<file path="src/adsq_pkg.sv">
// Purpose: Shared constants and types for the converter sequencing control.
// Assumes: One 40 MHz system clock; control bits arrive as plain ports.
// Notes:   Times are kept in their own units and turned into cycle counts here.
package adsq_pkg;

  // ==========================================================================
  // Timing
  // ==========================================================================
  localparam int unsigned CLK_HZ            = 40_000_000;
  localparam int unsigned CONV_CLK_MAX_HZ   = 10_000_000;
  localparam int unsigned VREF_SETTLE_NS    = 1000;
  localparam int unsigned SAMPLE_CYCLES     = 3;
  // Least time rounds up to whole cycles.
  localparam int unsigned VREF_SETTLE_CYC   =
    (VREF_SETTLE_NS * (CLK_HZ / 1_000_000) + 999) / 1000;
  // System-clock divide at the conversion clock limit, rounded up; the divider toggles once per count, so this holds it at half the limit.
  localparam int unsigned CONV_DIV_MIN      = (CLK_HZ + CONV_CLK_MAX_HZ - 1) / CONV_CLK_MAX_HZ;

  // ==========================================================================
  // Widths and resolutions
  // ==========================================================================
  localparam int unsigned RES_W             = 10;
  localparam int unsigned CODES_10BIT       = 1024;
  localparam int unsigned CODES_8BIT        = 256;
  localparam int unsigned CH_W              = 3;
  localparam int unsigned DIV_W             = 4;
  localparam int unsigned CNT_W             = 8;
  localparam logic [RES_W-1:0] RES_ZERO     = 10'h000;

  typedef enum logic [1:0] {
    ADSQ_MODE_ONE_SHOT,
    ADSQ_MODE_SINGLE_SWEEP,
    ADSQ_MODE_REPEAT,
    ADSQ_MODE_REPEAT_SWEEP
  } adsq_mode_t;

  // Control bits set by software.
  typedef struct packed {
    adsq_mode_t            mode;
    logic                  ten_bit;
    logic                  vref_on;
    logic [CH_W-1:0]       channel;
    logic [DIV_W-1:0]      clk_div;
  } adsq_ctrl_t;

  // Status shown to software.
  typedef struct packed {
    logic                  busy;
    logic                  irq_req;
    logic                  result_invalid;
    logic                  vref_ready;
    logic                  chan_stale;
    logic                  div_error;
  } adsq_stat_t;

endpackage : adsq_pkg

</file>
<file path="src/adsq_ctrl.sv">
// Purpose: Sequencing for an on-chip A/D converter: settle wait, sampling, result, request bit.
// Assumes: The analog core delivers a code on conv_data_in with conv_data_valid as a pulse.
// Notes:   Control is frozen while en is low; outputs come from flip-flops.
//          Software-side rules are listed for reference; the block enforces only what it can.
//          A start that breaks a rule is dropped silently, so software must watch busy.
//
// Contract
// - Completion is flagged by the request bit; results read after it.
// - An aborted conversion may leave results indeterminate.
// - Converter offers ten-bit 1024-code and eight-bit 256-code modes.
// - Sampling lasts three conversion clock cycles with sample-and-hold.
`timescale 1ns/1ps
module adsq_ctrl #(
  parameter int unsigned SAMPLE_N = adsq_pkg::SAMPLE_CYCLES
) (
  // Clock, reset and enable
  input  wire logic                     clk,
  input  wire logic                     arst_n,
  input  wire logic                     en,
  // Software control
  input  wire adsq_pkg::adsq_ctrl_t     ctrl,
  input  wire logic                     start,
  input  wire logic                     stop,
  input  wire logic                     chan_write,
  input  wire logic                     irq_clear,
  // Analog core
  input  wire logic [adsq_pkg::RES_W-1:0] conv_data_in,
  input  wire logic                     conv_data_valid,
  output logic                          sample_ff,
  output logic                          convert_ff,
  output logic                          conv_clk_ff,
  // Result and status
  output logic [adsq_pkg::RES_W-1:0]    result_ff,
  output adsq_pkg::adsq_stat_t          stat_ff
);
  import adsq_pkg::*;

  typedef enum logic [1:0] {ST_IDLE, ST_SAMPLE, ST_CONVERT} adsq_state_t;

  // ==========================================================================
  // Helpers
  // ==========================================================================
  function automatic logic [RES_W-1:0] fit_res(input logic [RES_W-1:0] d, input logic ten);
    fit_res = ten ? d : {2'h0, d[RES_W-1:2]};
  endfunction : fit_res

  function automatic logic single_mode(input adsq_mode_t m);
    single_mode = (m == ADSQ_MODE_ONE_SHOT) || (m == ADSQ_MODE_SINGLE_SWEEP);
  endfunction : single_mode

  localparam logic [CNT_W-1:0] SETTLE_CNT = CNT_W'(VREF_SETTLE_CYC);
  localparam logic [CNT_W-1:0] SAMPLE_CNT = CNT_W'(SAMPLE_N);
  localparam logic [DIV_W-1:0] DIV_MIN    = DIV_W'(CONV_DIV_MIN);

  adsq_state_t          state_ff, nxt_state;
  logic [CNT_W-1:0]     settle_ff, nxt_settle;
  logic [CNT_W-1:0]     samp_ff, nxt_samp;
  logic [DIV_W-1:0]     div_ff, nxt_div;
  logic                 nxt_conv_clk, nxt_sample, nxt_convert;
  logic                 vref_q_ff, nxt_vref_q;
  adsq_mode_t           mode_q_ff, nxt_mode_q;
  logic [RES_W-1:0]     nxt_result;
  adsq_stat_t           nxt_stat;
  logic                 tick;
  logic [DIV_W-1:0]     div_eff;

  // ==========================================================================
  // Conversion clock divider
  // ==========================================================================
  // The divide is clamped rather than refused, so a bad setting never overclocks the core.
  always_comb begin
    div_eff      = (ctrl.clk_div < DIV_MIN) ? DIV_MIN : ctrl.clk_div;
    tick         = (div_ff == DIV_W'(0));
    nxt_div      = tick ? div_eff - DIV_W'(1) : div_ff - DIV_W'(1);
    nxt_conv_clk = tick ? ~conv_clk_ff : conv_clk_ff;
  end

  always_ff @(posedge clk or negedge arst_n) begin
    if (!arst_n) begin
      div_ff      <= '0;
      conv_clk_ff <= 1'b0;
    end else if (en) begin
      div_ff      <= nxt_div;
      conv_clk_ff <= nxt_conv_clk;
    end
  end

  // ==========================================================================
  // Reference settle timer
  // ==========================================================================
  // Settle counter restarts on each rising edge of the reference connection.
  always_comb begin
    nxt_vref_q = ctrl.vref_on;
    nxt_settle = settle_ff;
    if (!ctrl.vref_on) begin
      nxt_settle = SETTLE_CNT;
    end else if (!vref_q_ff) begin
      nxt_settle = SETTLE_CNT;
    end else if (settle_ff != CNT_W'(0)) begin
      nxt_settle = settle_ff - CNT_W'(1);
    end
  end

  always_ff @(posedge clk or negedge arst_n) begin
    if (!arst_n) begin
      settle_ff <= '0;
      vref_q_ff <= 1'b0;
    end else if (en) begin
      settle_ff <= nxt_settle;
      vref_q_ff <= nxt_vref_q;
    end
  end

  // ==========================================================================
  // Sequencer next-state logic
  // ==========================================================================
  always_comb begin
    nxt_state    = state_ff;
    nxt_samp     = samp_ff;
    nxt_result   = result_ff;
    nxt_stat     = stat_ff;
    nxt_mode_q   = ctrl.mode;
    nxt_stat.div_error = (ctrl.clk_div < DIV_MIN);
    nxt_stat.vref_ready = ctrl.vref_on && vref_q_ff && (settle_ff == CNT_W'(0));
    // Channel must be rewritten after a mode change.
    if (ctrl.mode != mode_q_ff) begin
      nxt_stat.chan_stale = 1'b1;
    end else if (chan_write) begin
      nxt_stat.chan_stale = 1'b0;
    end
    if (irq_clear) begin
      nxt_stat.irq_req = 1'b0;
    end
    unique case (state_ff)
      ST_IDLE: begin
        // A start before the reference has settled or with a stale channel is ignored.
        if (start && stat_ff.vref_ready && !stat_ff.chan_stale) begin
          nxt_state = ST_SAMPLE;
          nxt_samp  = SAMPLE_CNT;
          nxt_stat.result_invalid = 1'b0;
        end
      end
      ST_SAMPLE: begin
        if (stop) begin
          nxt_state = ST_IDLE;
          nxt_stat.result_invalid = 1'b1;
        end else if (tick && conv_clk_ff) begin
          // One conversion clock period counted per falling phase.
          if (samp_ff == CNT_W'(1)) begin
            nxt_state = ST_CONVERT;
          end
          nxt_samp = samp_ff - CNT_W'(1);
        end
      end
      ST_CONVERT: begin
        if (stop) begin
          nxt_state = ST_IDLE;
          nxt_stat.result_invalid = 1'b1;
        end else if (conv_data_valid) begin
          nxt_result = fit_res(conv_data_in, ctrl.ten_bit);
          if (single_mode(ctrl.mode)) begin
            nxt_state = ST_IDLE;
          end else begin
            nxt_state = ST_SAMPLE;
            nxt_samp  = SAMPLE_CNT;
          end
          // Request bit is set in the same cycle as the result; set wins over clear.
          nxt_stat.irq_req = 1'b1;
        end
      end
    endcase
    nxt_sample    = (nxt_state == ST_SAMPLE);
    nxt_convert   = (nxt_state == ST_CONVERT);
    nxt_stat.busy = (nxt_state != ST_IDLE);
  end

  // ==========================================================================
  // Registers
  // ==========================================================================
  always_ff @(posedge clk or negedge arst_n) begin
    if (!arst_n) begin
      state_ff    <= ST_IDLE;
      samp_ff     <= '0;
      sample_ff   <= 1'b0;
      convert_ff  <= 1'b0;
      mode_q_ff   <= ADSQ_MODE_ONE_SHOT;
      result_ff   <= RES_ZERO;
      stat_ff     <= '0;
    end else if (en) begin
      state_ff    <= nxt_state;
      samp_ff     <= nxt_samp;
      sample_ff   <= nxt_sample;
      convert_ff  <= nxt_convert;
      mode_q_ff   <= nxt_mode_q;
      result_ff   <= nxt_result;
      stat_ff     <= nxt_stat;
    end
  end

endmodule : adsq_ctrl

</file>
<file path="config.mk">
export PLATFORM = sky130hd
export DESIGN_NAME = adsq_ctrl
export DESIGN_NICKNAME = d
export VERILOG_FILES = /design/src/adsq_pkg.sv /design/src/adsq_ctrl.sv
export SDC_FILE = /design/constraint.sdc
export NUM_CORES = 1
export LEC_CHECK = 0
export ABC_AREA = 1
export BUFFER_PORTS_ARGS = -buffer_cell sky130_fd_sc_hd__buf_2
export CAP_MARGIN = 40
export CORE_MARGIN = 2
export CORE_UTILIZATION = 50
export CTS_CLUSTER_DIAMETER = 150
export DETAILED_ROUTE_END_ITERATION = 10
export GPL_TIMING_DRIVEN = 0
export PLACE_DENSITY = 0.7
export SYNTH_ARGS = -nofsm -noshare
export SYNTH_HDL_FRONTEND = slang
export SYNTH_SLANG_ARGS = --single-unit
</file>
<file path="constraint.sdc">
create_clock -name clk -period 1.8 [get_ports clk]
set_input_delay 0.18 -clock clk [delete_from_list [all_inputs] [get_ports clk]]
set_output_delay 0.18 -clock clk [all_outputs]
set_load 0.02 [all_outputs]
</file>
Yosys cells after proc, flatten, opt, wreduce, memory -nomap -nowiden
Cells that the tools add are included.
Cells by class
  magnitude comparators: 1
  $add $sub $neg: 4
  mux-type cells: 30
  eq/ne operators: 15
  bitwise logic cells: 2
  reduce and logical (&&, ||, !) cells: 21
Operators with widths (count)
  2-to-1 mux 8 bit: 9
  case mux 8 bit (3 select lines): 1
  subtractor 8 x 1 -> 8 bit, second input constant: 2
  2-to-1 mux 2 bit: 6
  inequality test 2 bit, second input constant: 6
  2-to-1 mux 10 bit: 1
  2-to-1 mux 1 bit: 9
  == test 8 x 1 -> 1 bit, second input constant: 1
  zero test 8 bit: 1
  2-to-1 mux 4 bit: 2
  nonzero test 8 bit: 1
  subtractor 4 x 1 -> 4 bit, second input constant: 2
  AND reduction 7 bit: 1
  == test 2 x 1 -> 1 bit, second input constant: 3
  case mux 2 bit (3 select lines): 1
  AND reduction 2 bit: 3
  logical AND 1 bit: 5
  == test 2 bit, second input constant: 2
  zero test 2 bit: 2
  zero test 4 bit: 1
  less-than comparator 4 x 3 -> 1 bit, second input constant: 1
  AND reduction 4 bit: 1
  nonzero test 2 bit: 2
  inequality test 3 x 2 -> 1 bit, second input constant: 1
  8 further kinds: 9
Word-level totals
  bits in registers: 44
  output and inout bits: 19
  word-level logic and storage cells: 89
  bits of input ports: 29

Logic depth before layout (Yosys ltp)
Gate-level depths: netlist (run 1).
  depth after elaboration: 7
  depth in mapped cells: 11
  depth with buffers taken out: 11

Worst setup path before layout (run 1)
OpenSTA, ideal clock, no wires.
  path kind: register to register
  start: reg state_ff[0]
  end: reg result_ff[8] (netlist name)
  library setup time: 117 ps
  cell stages (with the launch flop): 9
  data arrival time: 1436 ps
  period minus slack after synthesis: 1553 ps
  path buffers: 1
  path slack: 247 ps
  required time: 1683 ps
  cell sequence: dfrtp_1 > inv_1 > ha_1 > inv_2 > nor4_4 > inv_2 > buf_6 > nand2_1 > nand2_1
On the way
  cells in the longest elaborated chain, start to end: 2
Ends and longest elaborated chain
  start: declaration: RTL line adsq_ctrl.sv:55  | adsq_state_t state_ff, nxt_state;
  start signal: assignment: RTL line adsq_ctrl.sv:190  | state_ff <= nxt_state;
  == test 2 bit: RTL line adsq_ctrl.sv:134  | unique case (state_ff)
  AND reduction 4 bit (no source line)
  end signal: assignment: RTL line adsq_ctrl.sv:195  | result_ff <= nxt_result;
  end: declaration: RTL line adsq_ctrl.sv:33  | output logic [adsq_pkg::RES_W-1:0] result_ff,
No other way between the ends.
A chain may end at the register's enable or synchronous reset.

Final worst setup path (run 1)
  start: reg state_ff[0]
  end: reg result_ff[2] (netlist name)
The elaborated chain is that of the path after synthesis.

==> flow_metrics.py, run 1 <==
metrics = {
    "yosys": {
        "yosysSeqAreaShare_pct": 45.6,
        "syn_avg_cell_area_um2": 7.79,
        "synth_common_cells": "nand2_1, dfrtp_1, inv_1",
        "ys_top_cells_by_area": "dfrtp_1, nand2_1, o21ai_0",
        "async_flop_share_pct": 100,
        "synthesis.area_mm2": 0.00242,
        "synth_top_cell_area_share_pct": 45.6,
        "synth_cell_type_count": 27,
        "synth.most_common_cell": "nand2_1",
        "synth_warnings": 0,
        "synth_flop_cell": "dfrtp_1",
        "synth_edf_count": 0,
        "synth-seq-cells": 44,
        "synth_top_cell_by_area": "dfrtp_1",
        "synthCells": 310,
        "syn_nets": 347,
    },
    "cells_and_area": {
        "n_antenna_cell": 0,
        "finish.utilization_pct": 60.3,
        "nNetsFinal": 399,
        "drive_above_1_share_pct": 19.9,
        "synthToLayoutAreaGrowth_pct": 17.1,
    },
    "critical_path": {
        "crit_family": "buffers and inverters",
        "cp_cell_sequence": "inv_1 > ha_2 > inv_2 > nor4_4 > inv_2 > buf_6 > nand2_1 > nand2_1",
        "critical_path_buf_inv_count": 4,
        "cpPeakStageDelay_ns": 0.40,
        "arrival_ns": 1.83,
        "crit_path_end": "result_ff[2]",
        "crit_fanout": 10,
        "endpoint_kind": "flip-flop",
        "crit_required_ns": 1.99,
        "cp_num_cells": 8,
        "slowest_stage": "dfrtp_1",
        "rrSetupSlack_ns": 0.16,
        "start_kind": "flip-flop",
        "critPathLaunch": "state_ff[0]",
        "timing.rr.start": "state_ff[0]",
        "reg2regPathDepth": 8,
        "critical_path_class": "reg2reg",
        "rr_endpoint": "result_ff[2]",
    },
    "placed_design": {
        "port_buffers": 42,
        "dp_slack_ns": -0.00444,
        "hpwl_um": 3610,
        "place_congestion": 0.831,
    },
    "power": {
        "power_density_mw_per_mm2": 1340,
        "switching_power_w": 0.00153,
        "p_seq_share_pct": 40.3,
        "total_power_w": 0.00379,
        "power.leakage_nw": 1.51,
        "ir_worst_vdd_uv": 700,
        "internal_power_w": 0.00226,
        "combinationalPowerShare_pct": 42.0,
        "pwr-share-clk_pct": 17.7,
        "p_sw_share_pct": 40.3,
    },
    "global_route": {
        "grt_pass1_wl_um": 8400,
        "antenna_found_initial": 0,
        "grt_max_degree": 32,
        "grt_use_total_pct": 19.9,
        "grt_pass1_vias": 1945,
        "grt_overflow_total": 0,
    },
    "sta": {
        "rsz0062_at_grt": "no",
        "fmax_ghz": 0.609,
        "tns_ns": 0,
        "maxSlewViolCount": 0,
        "period_needed_ns": 1.64,
        "hold_ws_ns": 0.119,
        "fin_worst_skew_ns": 0.00285,
        "fin_crit_sh_pct": 91.2,
        "finalWorstSetupSlack_ns": 0.158,
        "hold_viol": 0,
        "setup_viol": 0,
        "max_slew_margin_pct": 73.3,
        "worst_pin_slew_ns": 0.400,
    },
    "clocking": {
        "clkTransAtPathRegs_ns": 0.08,
        "cts-root-buf": "clkbuf_8",
        "clk_latency_ns": 0.29,
        "ctsHtreeMaxLevel": 2,
        "clock_sinks": 44,
        "tritoncts": "done",
        "cts_made_buffers": 5,
        "clock_tree.buffer_depth": 2,
    },
    "floorplan": {
        "dieArea_mm2": 0.00540,
        "die_h_um": 73.5,
        "die_x_um": 73.5,
        "core_area_mm2": 0.00469,
        "initial_core_util_pct": 51.5,
        "ios": 48,
        "std_cell_rows": 25,
    },
    "hold_path": {
        "hp-start": "conv_data_in[9]",
        "hold_path.class": "in2reg",
        "hold_depth": 3,
    },
    "route": {
        "drt_iter0_markers": 86,
        "via_per_inst": 5.03,
        "ant_nets": 0,
        "wl_per_cell_um": 11.8,
        "route.detailed.drc": 0,
        "finalWirelength_um": 4890,
        "firstDrtPassIters": 4,
        "num_vias": 2091,
    },
    "job": {
        "max_cap_violations": 0,
    },
    "run_status": {
        "outcome": "complete, no violations",
    },
}
power groups by stage:
stage | Sequential [W] | Combinational [W] | Clock (W)
6_report | 0.00153 | 0.00159 | 0.000670
5_1_grt | 0.00157 | 0.00183 | 0.000730
4_1_cts | 0.00153 | 0.00161 | 0.000692
3_5_place_dp | 0.00155 | 0.00160 | 0
3_3_place_gp | 0.00154 | 0.00157 | 0
2_1_floorplan | 0.00170 | 0.00101 | 0
routing by layer:
metal  share of wire [%]  up-vias  wire [µm]  global-route usage, %
li1                    -     1086          -                      -
met2                  47       34       2290                   32.8
met3                 3.7        6        180                   4.66
met1                  48      965       2370                   25.9
met5                   0        -          0                      0
met4                0.90        0         44                   6.06
metrics by stage:
step / instance area, µm² / cells
3_3_place_gp: 2690 / 406
5_1_grt: 2830 / 416
2_1_floorplan: 2420 / 310
4_1_cts: 2830 / 416
6_report: 2830 / 416
3_5_place_dp: 2710 / 407
worst register-to-register path, stage by stage, from the launching register on:
cell     delay, ns
dfrtp_1       0.40
inv_1         0.14
ha_2          0.24
inv_2         0.06
nor4_4        0.30
inv_2         0.13
buf_6         0.17
nand2_1       0.06
nand2_1       0.05
placed cells by master (no fill, tap or decap), types with 2 or more instances in the layout:
cell type and instances:
nand2_1 98, o21ai_1 6, a31oi_1 2, a31o_2 2
buf_6 2, dfrtp_1 44, nor2_1 28, xor2_1 9
a21oi_1 5, o21ai_0 29, nand3b_1 2, clkbuf_1 2
buf_2 45, clkbuf_8 8, inv_2 3, inv_1 32
ha_1 7, or2_2 2, nand4_1 6, nand3_1 15
o21ai_2 5
registers in the layout, indices dropped and copies added, names as in the netlist:
name and flops:
conv_clk_ff 1, convert_ff 1, div_ff 4, mode_q_ff 2
result_ff 10, samp_ff 8, sample_ff 1, settle_ff 8
stat_ff 6, state_ff 2, vref_q_ff 1
area by class of cell:
| type | count | area (µm²) |
|---|---|---|
| fill | 445 | 1860 |
| multi-input combinational | 222 | 1120 |
| sequential | 44 | 1100 |
| timing repair buffer | 45 | 248 |
| inverter | 35 | 131 |
| clock buffer | 7 | 96.3 |
| tap | 54 | 67.6 |
| buffer | 9 | 62.6 |
worst min-delay path by stage:
stage,endpoint
finish,result_ff[9]
global route,mode_q_ff[0]
CTS,mode_q_ff[0]
detailed placement,div_ff[1]
global placement,div_ff[1]
floorplan,conv_clk_ff
cells by family after synthesis:
| logic type | Yosys count | synth area share (%) |
|---|---|---|
| simple gates | 153 | 26.5 |
| compound gates | 51 | 12.2 |
| buf+inv | 44 | 8.03 |
| flops | 44 | 45.6 |
| xor+xnor | 10 | 3.63 |
| fa+ha+maj | 8 | 4.14 |
timing repair:
action,CTS,global route
gates resized for setup,0,1
pin swaps,1,0
endpoints found under the hold margin,13,0
buffers inserted,1,0
hold buffers,1,0
endpoints found under the setup margin,4,1
gates cloned,0,0
No activity file was read; power rests on OpenSTA's default activity.
==> inputs of run 2 (changes only) <==
CAP_MARGIN = default   (was 40)
CELL_PAD_IN_SITES_DETAIL_PLACEMENT = 2   (was default)
CELL_PAD_IN_SITES_GLOBAL_PLACEMENT = 2   (was default)
CORE_UTILIZATION = 31   (was 50)
PLACE_DENSITY = 0.74   (was 0.7)
==> run 2 against run 1 <==
Effect of this change:
- utilization is 23 points lower
- power is 2.8% higher
- register-to-register slack hardly changed
- largest power group unchanged
- die area is 58% higher
- hold slack worse by 0.061 ns
- largest cell class unchanged
- critical path depth is 2 higher
- non-clock buffer count is 1 higher
- sequential share of layout area is 0.73 points lower
- final cell count is 12% higher
- critical path type unchanged
- combinational power is 9% higher
- flip-flop and latch count stayed put
- global-route usage is 2.3 points lower
==> flow_metrics.py, run 2 (synthesized netlist as in run 1, its figures left out) <==
metrics = {
    "cells_and_area": {
        "largestRegisters": "result_ff x10, samp_ff x8, settle_ff x8",
        "finish.utilization_pct": 37.7,
        "nNetsFinal": 400,
        "final_area_mm2": 0.00288,
        "final_common_cell": "nand2_1",
        "largest_reg_flops": 10,
        "fillerInstances": 919,
        "n_antenna_cell": 0,
        "synthToLayoutAreaGrowth_pct": 19.4,
        "drive_above_1_share_pct": 21.2,
        "layout_common_cells": "nand2_1, buf_2, dfrtp_1, inv_1, o21ai_0",
        "stdcell_count": 465,
        "top_register": "result_ff",
    },
    "clocking": {
        "cts-root-buf": "clkbuf_8",
        "clkTransAtPathRegs_ns": 0.09,
        "clock_sinks": 44,
        "hold_buffers": 0,
        "tritoncts": "done",
        "clk_latency_ns": 0.30,
        "ctsHtreeMaxLevel": 2,
        "clock_tree.buffer_depth": 2,
        "cts_made_buffers": 5,
    },
    "global_route": {
        "grt_use_met1_pct": 21.9,
        "antenna_found_initial": 0,
        "grt_pass1_vias": 2519,
        "grt_pass1_wl_um": 12000,
        "grt_use_total_pct": 17.6,
        "grt_use_met2_pct": 31.4,
        "grt_overflow_total": 0,
        "grt_max_degree": 45,
        "grt_busiest_layer": "met2",
        "grt_util_met3_pct": 3.04,
    },
    "sta": {
        "fin_crit_sh_pct": 91.9,
        "maxSlewViolCount": 0,
        "fmax_ghz": 0.604,
        "worst_pin_slew_ns": 1.04,
        "rsz0062_at_grt": "yes",
        "finalWorstSetupSlack_ns": 0.146,
        "period_needed_ns": 1.65,
        "max_slew_margin_pct": 30.5,
        "setup_viol": 0,
        "tns_ns": 0,
        "hold_viol": 0,
        "fin_worst_skew_ns": 0.00732,
    },
    "critical_path": {
        "timing.rr.start": "state_ff[0]",
        "critPathLaunch": "state_ff[0]",
        "endpoint_kind": "flip-flop",
        "critical_path_buf_inv_count": 3,
        "start_kind": "flip-flop",
        "cp_cell_sequence": "inv_1 > ha_1 > inv_1 > nor2_4 > inv_1 > a21oi_1 > nand2_1 > nand2_1 > nand2_1 > o21ai_0",
        "critical_path_class": "reg2reg",
        "arrival_ns": 1.87,
        "slowest_stage": "dfrtp_1",
        "crit_family": "simple AND/OR/NAND/NOR gates",
        "crit_required_ns": 2.02,
        "crit_fanout": 5,
        "cpPeakStageDelay_ns": 0.38,
    },
    "route": {
        "finalWirelength_um": 6730,
        "num_vias": 2230,
        "route.detailed.drc": 0,
        "firstDrtPassIters": 4,
        "drt_iter0_markers": 87,
        "wl_per_cell_um": 14.5,
        "ant_nets": 0,
        "via_per_inst": 4.80,
    },
    "floorplan": {
        "die_x_um": 92.3,
        "std_cell_rows": 32,
        "core_area_mm2": 0.00765,
        "dieArea_mm2": 0.00852,
        "ios": 48,
        "initial_core_util_pct": 31.6,
        "die_h_um": 92.3,
    },
    "placed_design": {
        "port_buffers": 42,
        "dp_cells": 454,
        "dp_slack_ns": -0.0574,
        "hpwl_um": 5040,
        "dpl_cell_area_mm2": 0.00275,
        "place_congestion": 0.800,
    },
    "hold_path": {
        "hold_path.class": "in2async",
    },
    "power": {
        "ir_worst_vdd_uv": 568,
        "power.leakage_nw": 1.50,
        "internal_power_w": 0.00221,
        "p_sw_share_pct": 43.2,
        "power_density_mw_per_mm2": 1350,
        "p_seq_share_pct": 39.5,
        "combinationalPowerShare_pct": 44.6,
        "pwr-share-clk_pct": 15.9,
        "switching_power_w": 0.00168,
    },
    "run_status": {
        "outcome": "complete, no violations",
    },
    "job": {
        "max_cap_violations": 0,
    },
}
==> run 2: area by class of cell <==
type	instances	area, µm²	area share [%]
plain buffers	9	65.1	2.26
clock inverters	2	12.5	0.434
multi-input cells	222	1140	39.4
inverters	35	131	4.56
flip-flops and latches	44	1100	38.2
repair buffers	46	240	8.33
clock buffers	5	68.8	2.39
well taps	102	128	4.43
==> run 2: worst paths after layout <==
kind	end	slack (ns)	depth (start not counted)
setup / recovery	state_ff[0]	0.15	10
hold / removal	settle_ff[0]	0.06	1
setup reg to reg	state_ff[0]	0.15	10
hold reg to reg	result_ff[3]	0.48	2
max in group asynchronous	conv_clk_ff	1.09	1
min in group clk	mode_q_ff[0]	0.11	3
==> run 2: power by group through the flow <==
| stage | Combinational [W] | Clock, W | Sequential, W |
|---|---|---|---|
| 2_1_floorplan | 0.00101 | 0 | 0.00170 |
| 3_3_place_gp | 0.00163 | 0 | 0.00154 |
| 3_5_place_dp | 0.00173 | 0 | 0.00156 |
| 4_1_cts | 0.00174 | 0.000648 | 0.00154 |
| 5_1_grt | 0.00203 | 0.000690 | 0.00159 |
| 6_report | 0.00174 | 0.000619 | 0.00154 |
==> run 2: per-stage QoR <==
stage,power (W),hold slack [ns]
floorplan,0.00271,-0.116
global placement,0.00317,0.416
detailed placement,0.00328,0.421
CTS,0.00393,0.102
global route,0.00431,0.114
finish,0.00390,0.0578
==> run 2: routing by layer <==
metal | vias to the layer above | wire [µm]
li1 | 1085 | -
met2 | 28 | 3490
met4 | 0 | 72
met5 | - | 0
met1 | 1110 | 2960
met3 | 7 | 213
==> run 2: worst register-to-register path: cells and delay by family (launching register included) <==
kind | cells | cell delay, ns
AOI/OAI and AO/OA | 2 | 0.22
adders and majority gates | 1 | 0.30
buffers and inverters | 3 | 0.27
DFF | 1 | 0.38
and+or+nand+nor | 4 | 0.41
==> run 2: what timing repair did <==
item | 4_1_cts | 5_1_grt
hold endpoints to repair | 0 | 0
endpoints found under the setup margin | 9 | 11
pin swaps | 1 | 0
gates resized for setup | 0 | 8
setup buffers | 1 | 3
==> inputs of run 3 (changes only) <==
CTS_CLUSTER_DIAMETER = 60   (was 150)
clock period = 1.65 ns   (was 1.8 ns; I/O delays follow)
==> run 3 against run 2 <==
Effect of this change:
- non-clock buffer count increased by 5
- wire length increased by 5.0%
- first-iteration DRC count decreased by 3.4%
- critical endpoint is now sample_ff
- sequential power increased by 9%
- final cell count increased by 1.1%
- maximum frequency increased by 3.4%
- sequential share of layout area decreased by 0.97 points
- worst setup slack got worse by 0.095 ns
- via count increased by 1.8%
- combinational power increased by 17%
- flip-flop and latch count unchanged
- count of clock-buffer cells in the layout unchanged
==> flow_metrics.py, run 3 (synthesized netlist as in run 1, its figures left out) <==
metrics = {
    "run_status": {
        "outcome": "complete, no violations",
    },
    "route": {
        "met3_wirelength_um": 227,
        "top_layer": "met4",
        "dr_wl_met2_um": 3690,
        "finalWirelength_um": 7070,
        "wl_met1_um": 3050,
        "route.detailed.drc": 0,
        "ant_nets": 0,
        "via_per_inst": 4.83,
        "drt_iter0_markers": 84,
        "num_vias": 2270,
        "firstDrtPassIters": 4,
        "wl_per_cell_um": 15.0,
    },
    "clocking": {
        "clock_sinks": 44,
        "clkTransAtPathRegs_ns": 0.09,
        "clk_latency_ns": 0.30,
        "cts_made_buffers": 5,
        "clock_tree.buffer_depth": 2,
        "hold_buffers": 0,
        "ctsHtreeMaxLevel": 2,
        "tritoncts": "done",
        "cts-root-buf": "clkbuf_8",
    },
    "global_route": {
        "grt_pass1_vias": 2526,
        "grt_use_total_pct": 17.7,
        "grt_overflow_total": 0,
        "grt_pass1_wl_um": 12100,
        "antenna_found_initial": 0,
        "grt_max_degree": 45,
    },
    "critical_path": {
        "crit_family": "simple AND/OR/NAND/NOR gates",
        "crit_fanout": 5,
        "reg2regPathDepth": 9,
        "arrival_ns": 1.79,
        "endpoint_kind": "flip-flop",
        "slowest_stage": "dfrtp_1",
        "rr_endpoint": "sample_ff",
        "critical_path_class": "reg2reg",
        "crit_required_ns": 1.84,
        "cp_cell_sequence": "inv_2 > ha_1 > inv_2 > nor2_4 > nand2_1 > a21oi_2 > nand2_2 > nand3_1 > nand2_1",
        "critical_path_buf_inv_count": 2,
        "cp_num_cells": 9,
        "timing.rr.start": "state_ff[0]",
        "rrSetupSlack_ns": 0.05,
        "start_kind": "flip-flop",
        "cpPeakStageDelay_ns": 0.39,
    },
    "cells_and_area": {
        "largestRegisters": "result_ff x10, samp_ff x8, settle_ff x8",
        "nNetsFinal": 405,
        "n_antenna_cell": 0,
        "largest_reg_flops": 10,
        "synthToLayoutAreaGrowth_pct": 22.5,
        "final_area_mm2": 0.00296,
        "top_register": "result_ff",
        "layout_common_cells": "nand2_1, dfrtp_1, buf_2, o21ai_0",
        "drive_above_1_share_pct": 26.4,
        "final_common_cell": "nand2_1",
    },
    "placed_design": {
        "place_congestion": 0.800,
        "hpwl_um": 5040,
        "dp_slack_ns": -0.207,
        "port_buffers": 42,
        "dpl_cell_area_mm2": 0.00275,
    },
    "floorplan": {
        "initial_core_util_pct": 31.6,
        "core_area_mm2": 0.00765,
        "ios": 48,
        "die_x_um": 92.3,
        "dieArea_mm2": 0.00852,
        "die_h_um": 92.3,
        "std_cell_rows": 32,
    },
    "power": {
        "internal_power_w": 0.00249,
        "power.leakage_nw": 1.52,
        "p_seq_share_pct": 38.3,
        "p_sw_share_pct": 43.3,
        "switching_power_w": 0.00191,
        "combinationalPowerShare_pct": 46.2,
        "total_power_w": 0.00440,
        "ir_worst_vdd_uv": 622,
        "pwr-share-clk_pct": 15.5,
        "power_density_mw_per_mm2": 1490,
    },
    "job": {
        "max_cap_violations": 0,
    },
    "sta": {
        "period_needed_ns": 1.60,
        "fmax_ghz": 0.625,
        "worst_pin_slew_ns": 1.05,
        "fin_worst_skew_ns": 0.00996,
        "finalWorstSetupSlack_ns": 0.0508,
        "maxSlewViolCount": 0,
        "rsz0062_at_grt": "yes",
        "max_slew_margin_pct": 30.2,
        "setup_viol": 0,
        "fin_crit_sh_pct": 96.9,
        "hold_viol": 0,
        "tns_ns": 0,
    },
    "hold_path": {
        "hold_path.class": "in2async",
    },
}
-- run 3: cell count changes in the layout (fill, tap and decap cells not counted), sizes merged --
| cell | previous run | this run |
|---|---|---|
| buf | 52 | 57 |
-- run 3: worst max-delay path by stage --
stage                               to        start  slack, ns
final                        sample_ff  state_ff[0]       0.05
after global routing         sample_ff  state_ff[0]      -0.07
after CTS                    sample_ff  state_ff[1]      0.006
after detailed placement  result_ff[8]  state_ff[0]      -0.21
after global placement    result_ff[8]  state_ff[0]      -0.21
after floorplan           result_ff[8]  state_ff[0]        0.1
-- run 3: per-stage QoR --
| stage | cells | utilization [%] | hold slack [ns] |
|---|---|---|---|
| 5_1_grt | 470 | 38.7 | 0.0994 |
| 6_report | 470 | 38.7 | 0.0297 |
| 3_3_place_gp | 454 | 36.0 | 0.401 |
| 4_1_cts | 464 | 37.6 | 0.0870 |
| 2_1_floorplan | 310 | - | -0.131 |
| 3_5_place_dp | 454 | 36.0 | 0.406 |
-- run 3: timing repair --
| action | in CTS | in global routing |
|---|---|---|
| gates resized for setup | 7 | 21 |
| setup buffers | 3 | 6 |
| setup endpoints to repair | 17 | 28 |
| cloned | 0 | 0 |
| pin swaps | 2 | 4 |
-- run 3: final cells by class --
class / instances / area [µm²]
Clock buffer: 5 / 68.8
Multi-Input combinational cell: 222 / 1170
Sequential cell: 44 / 1100
Tap cell: 102 / 128
Buffer: 9 / 71.3
Inverter: 35 / 131
Timing Repair Buffer: 51 / 278
Fill cell: 913 / 4690
Clock inverter: 2 / 12.5
-- run 3: metal layers --
metal | track usage, % | up-vias
li1 | - | 1098
met1 | 22.0 | 1127
met2 | 31.7 | 34
met3 | 3.04 | 11
met4 | 4.48 | 0
met5 | 0 | -
-- run 3: power by group through the flow --
stage	logic (W)	clock network, W	registers [W]
floorplan	0.00110	0	0.00186
global placement	0.00178	0	0.00168
detailed placement	0.00188	0	0.00170
CTS	0.00194	0.000707	0.00168
global route	0.00236	0.000753	0.00174
finish	0.00203	0.000679	0.00168
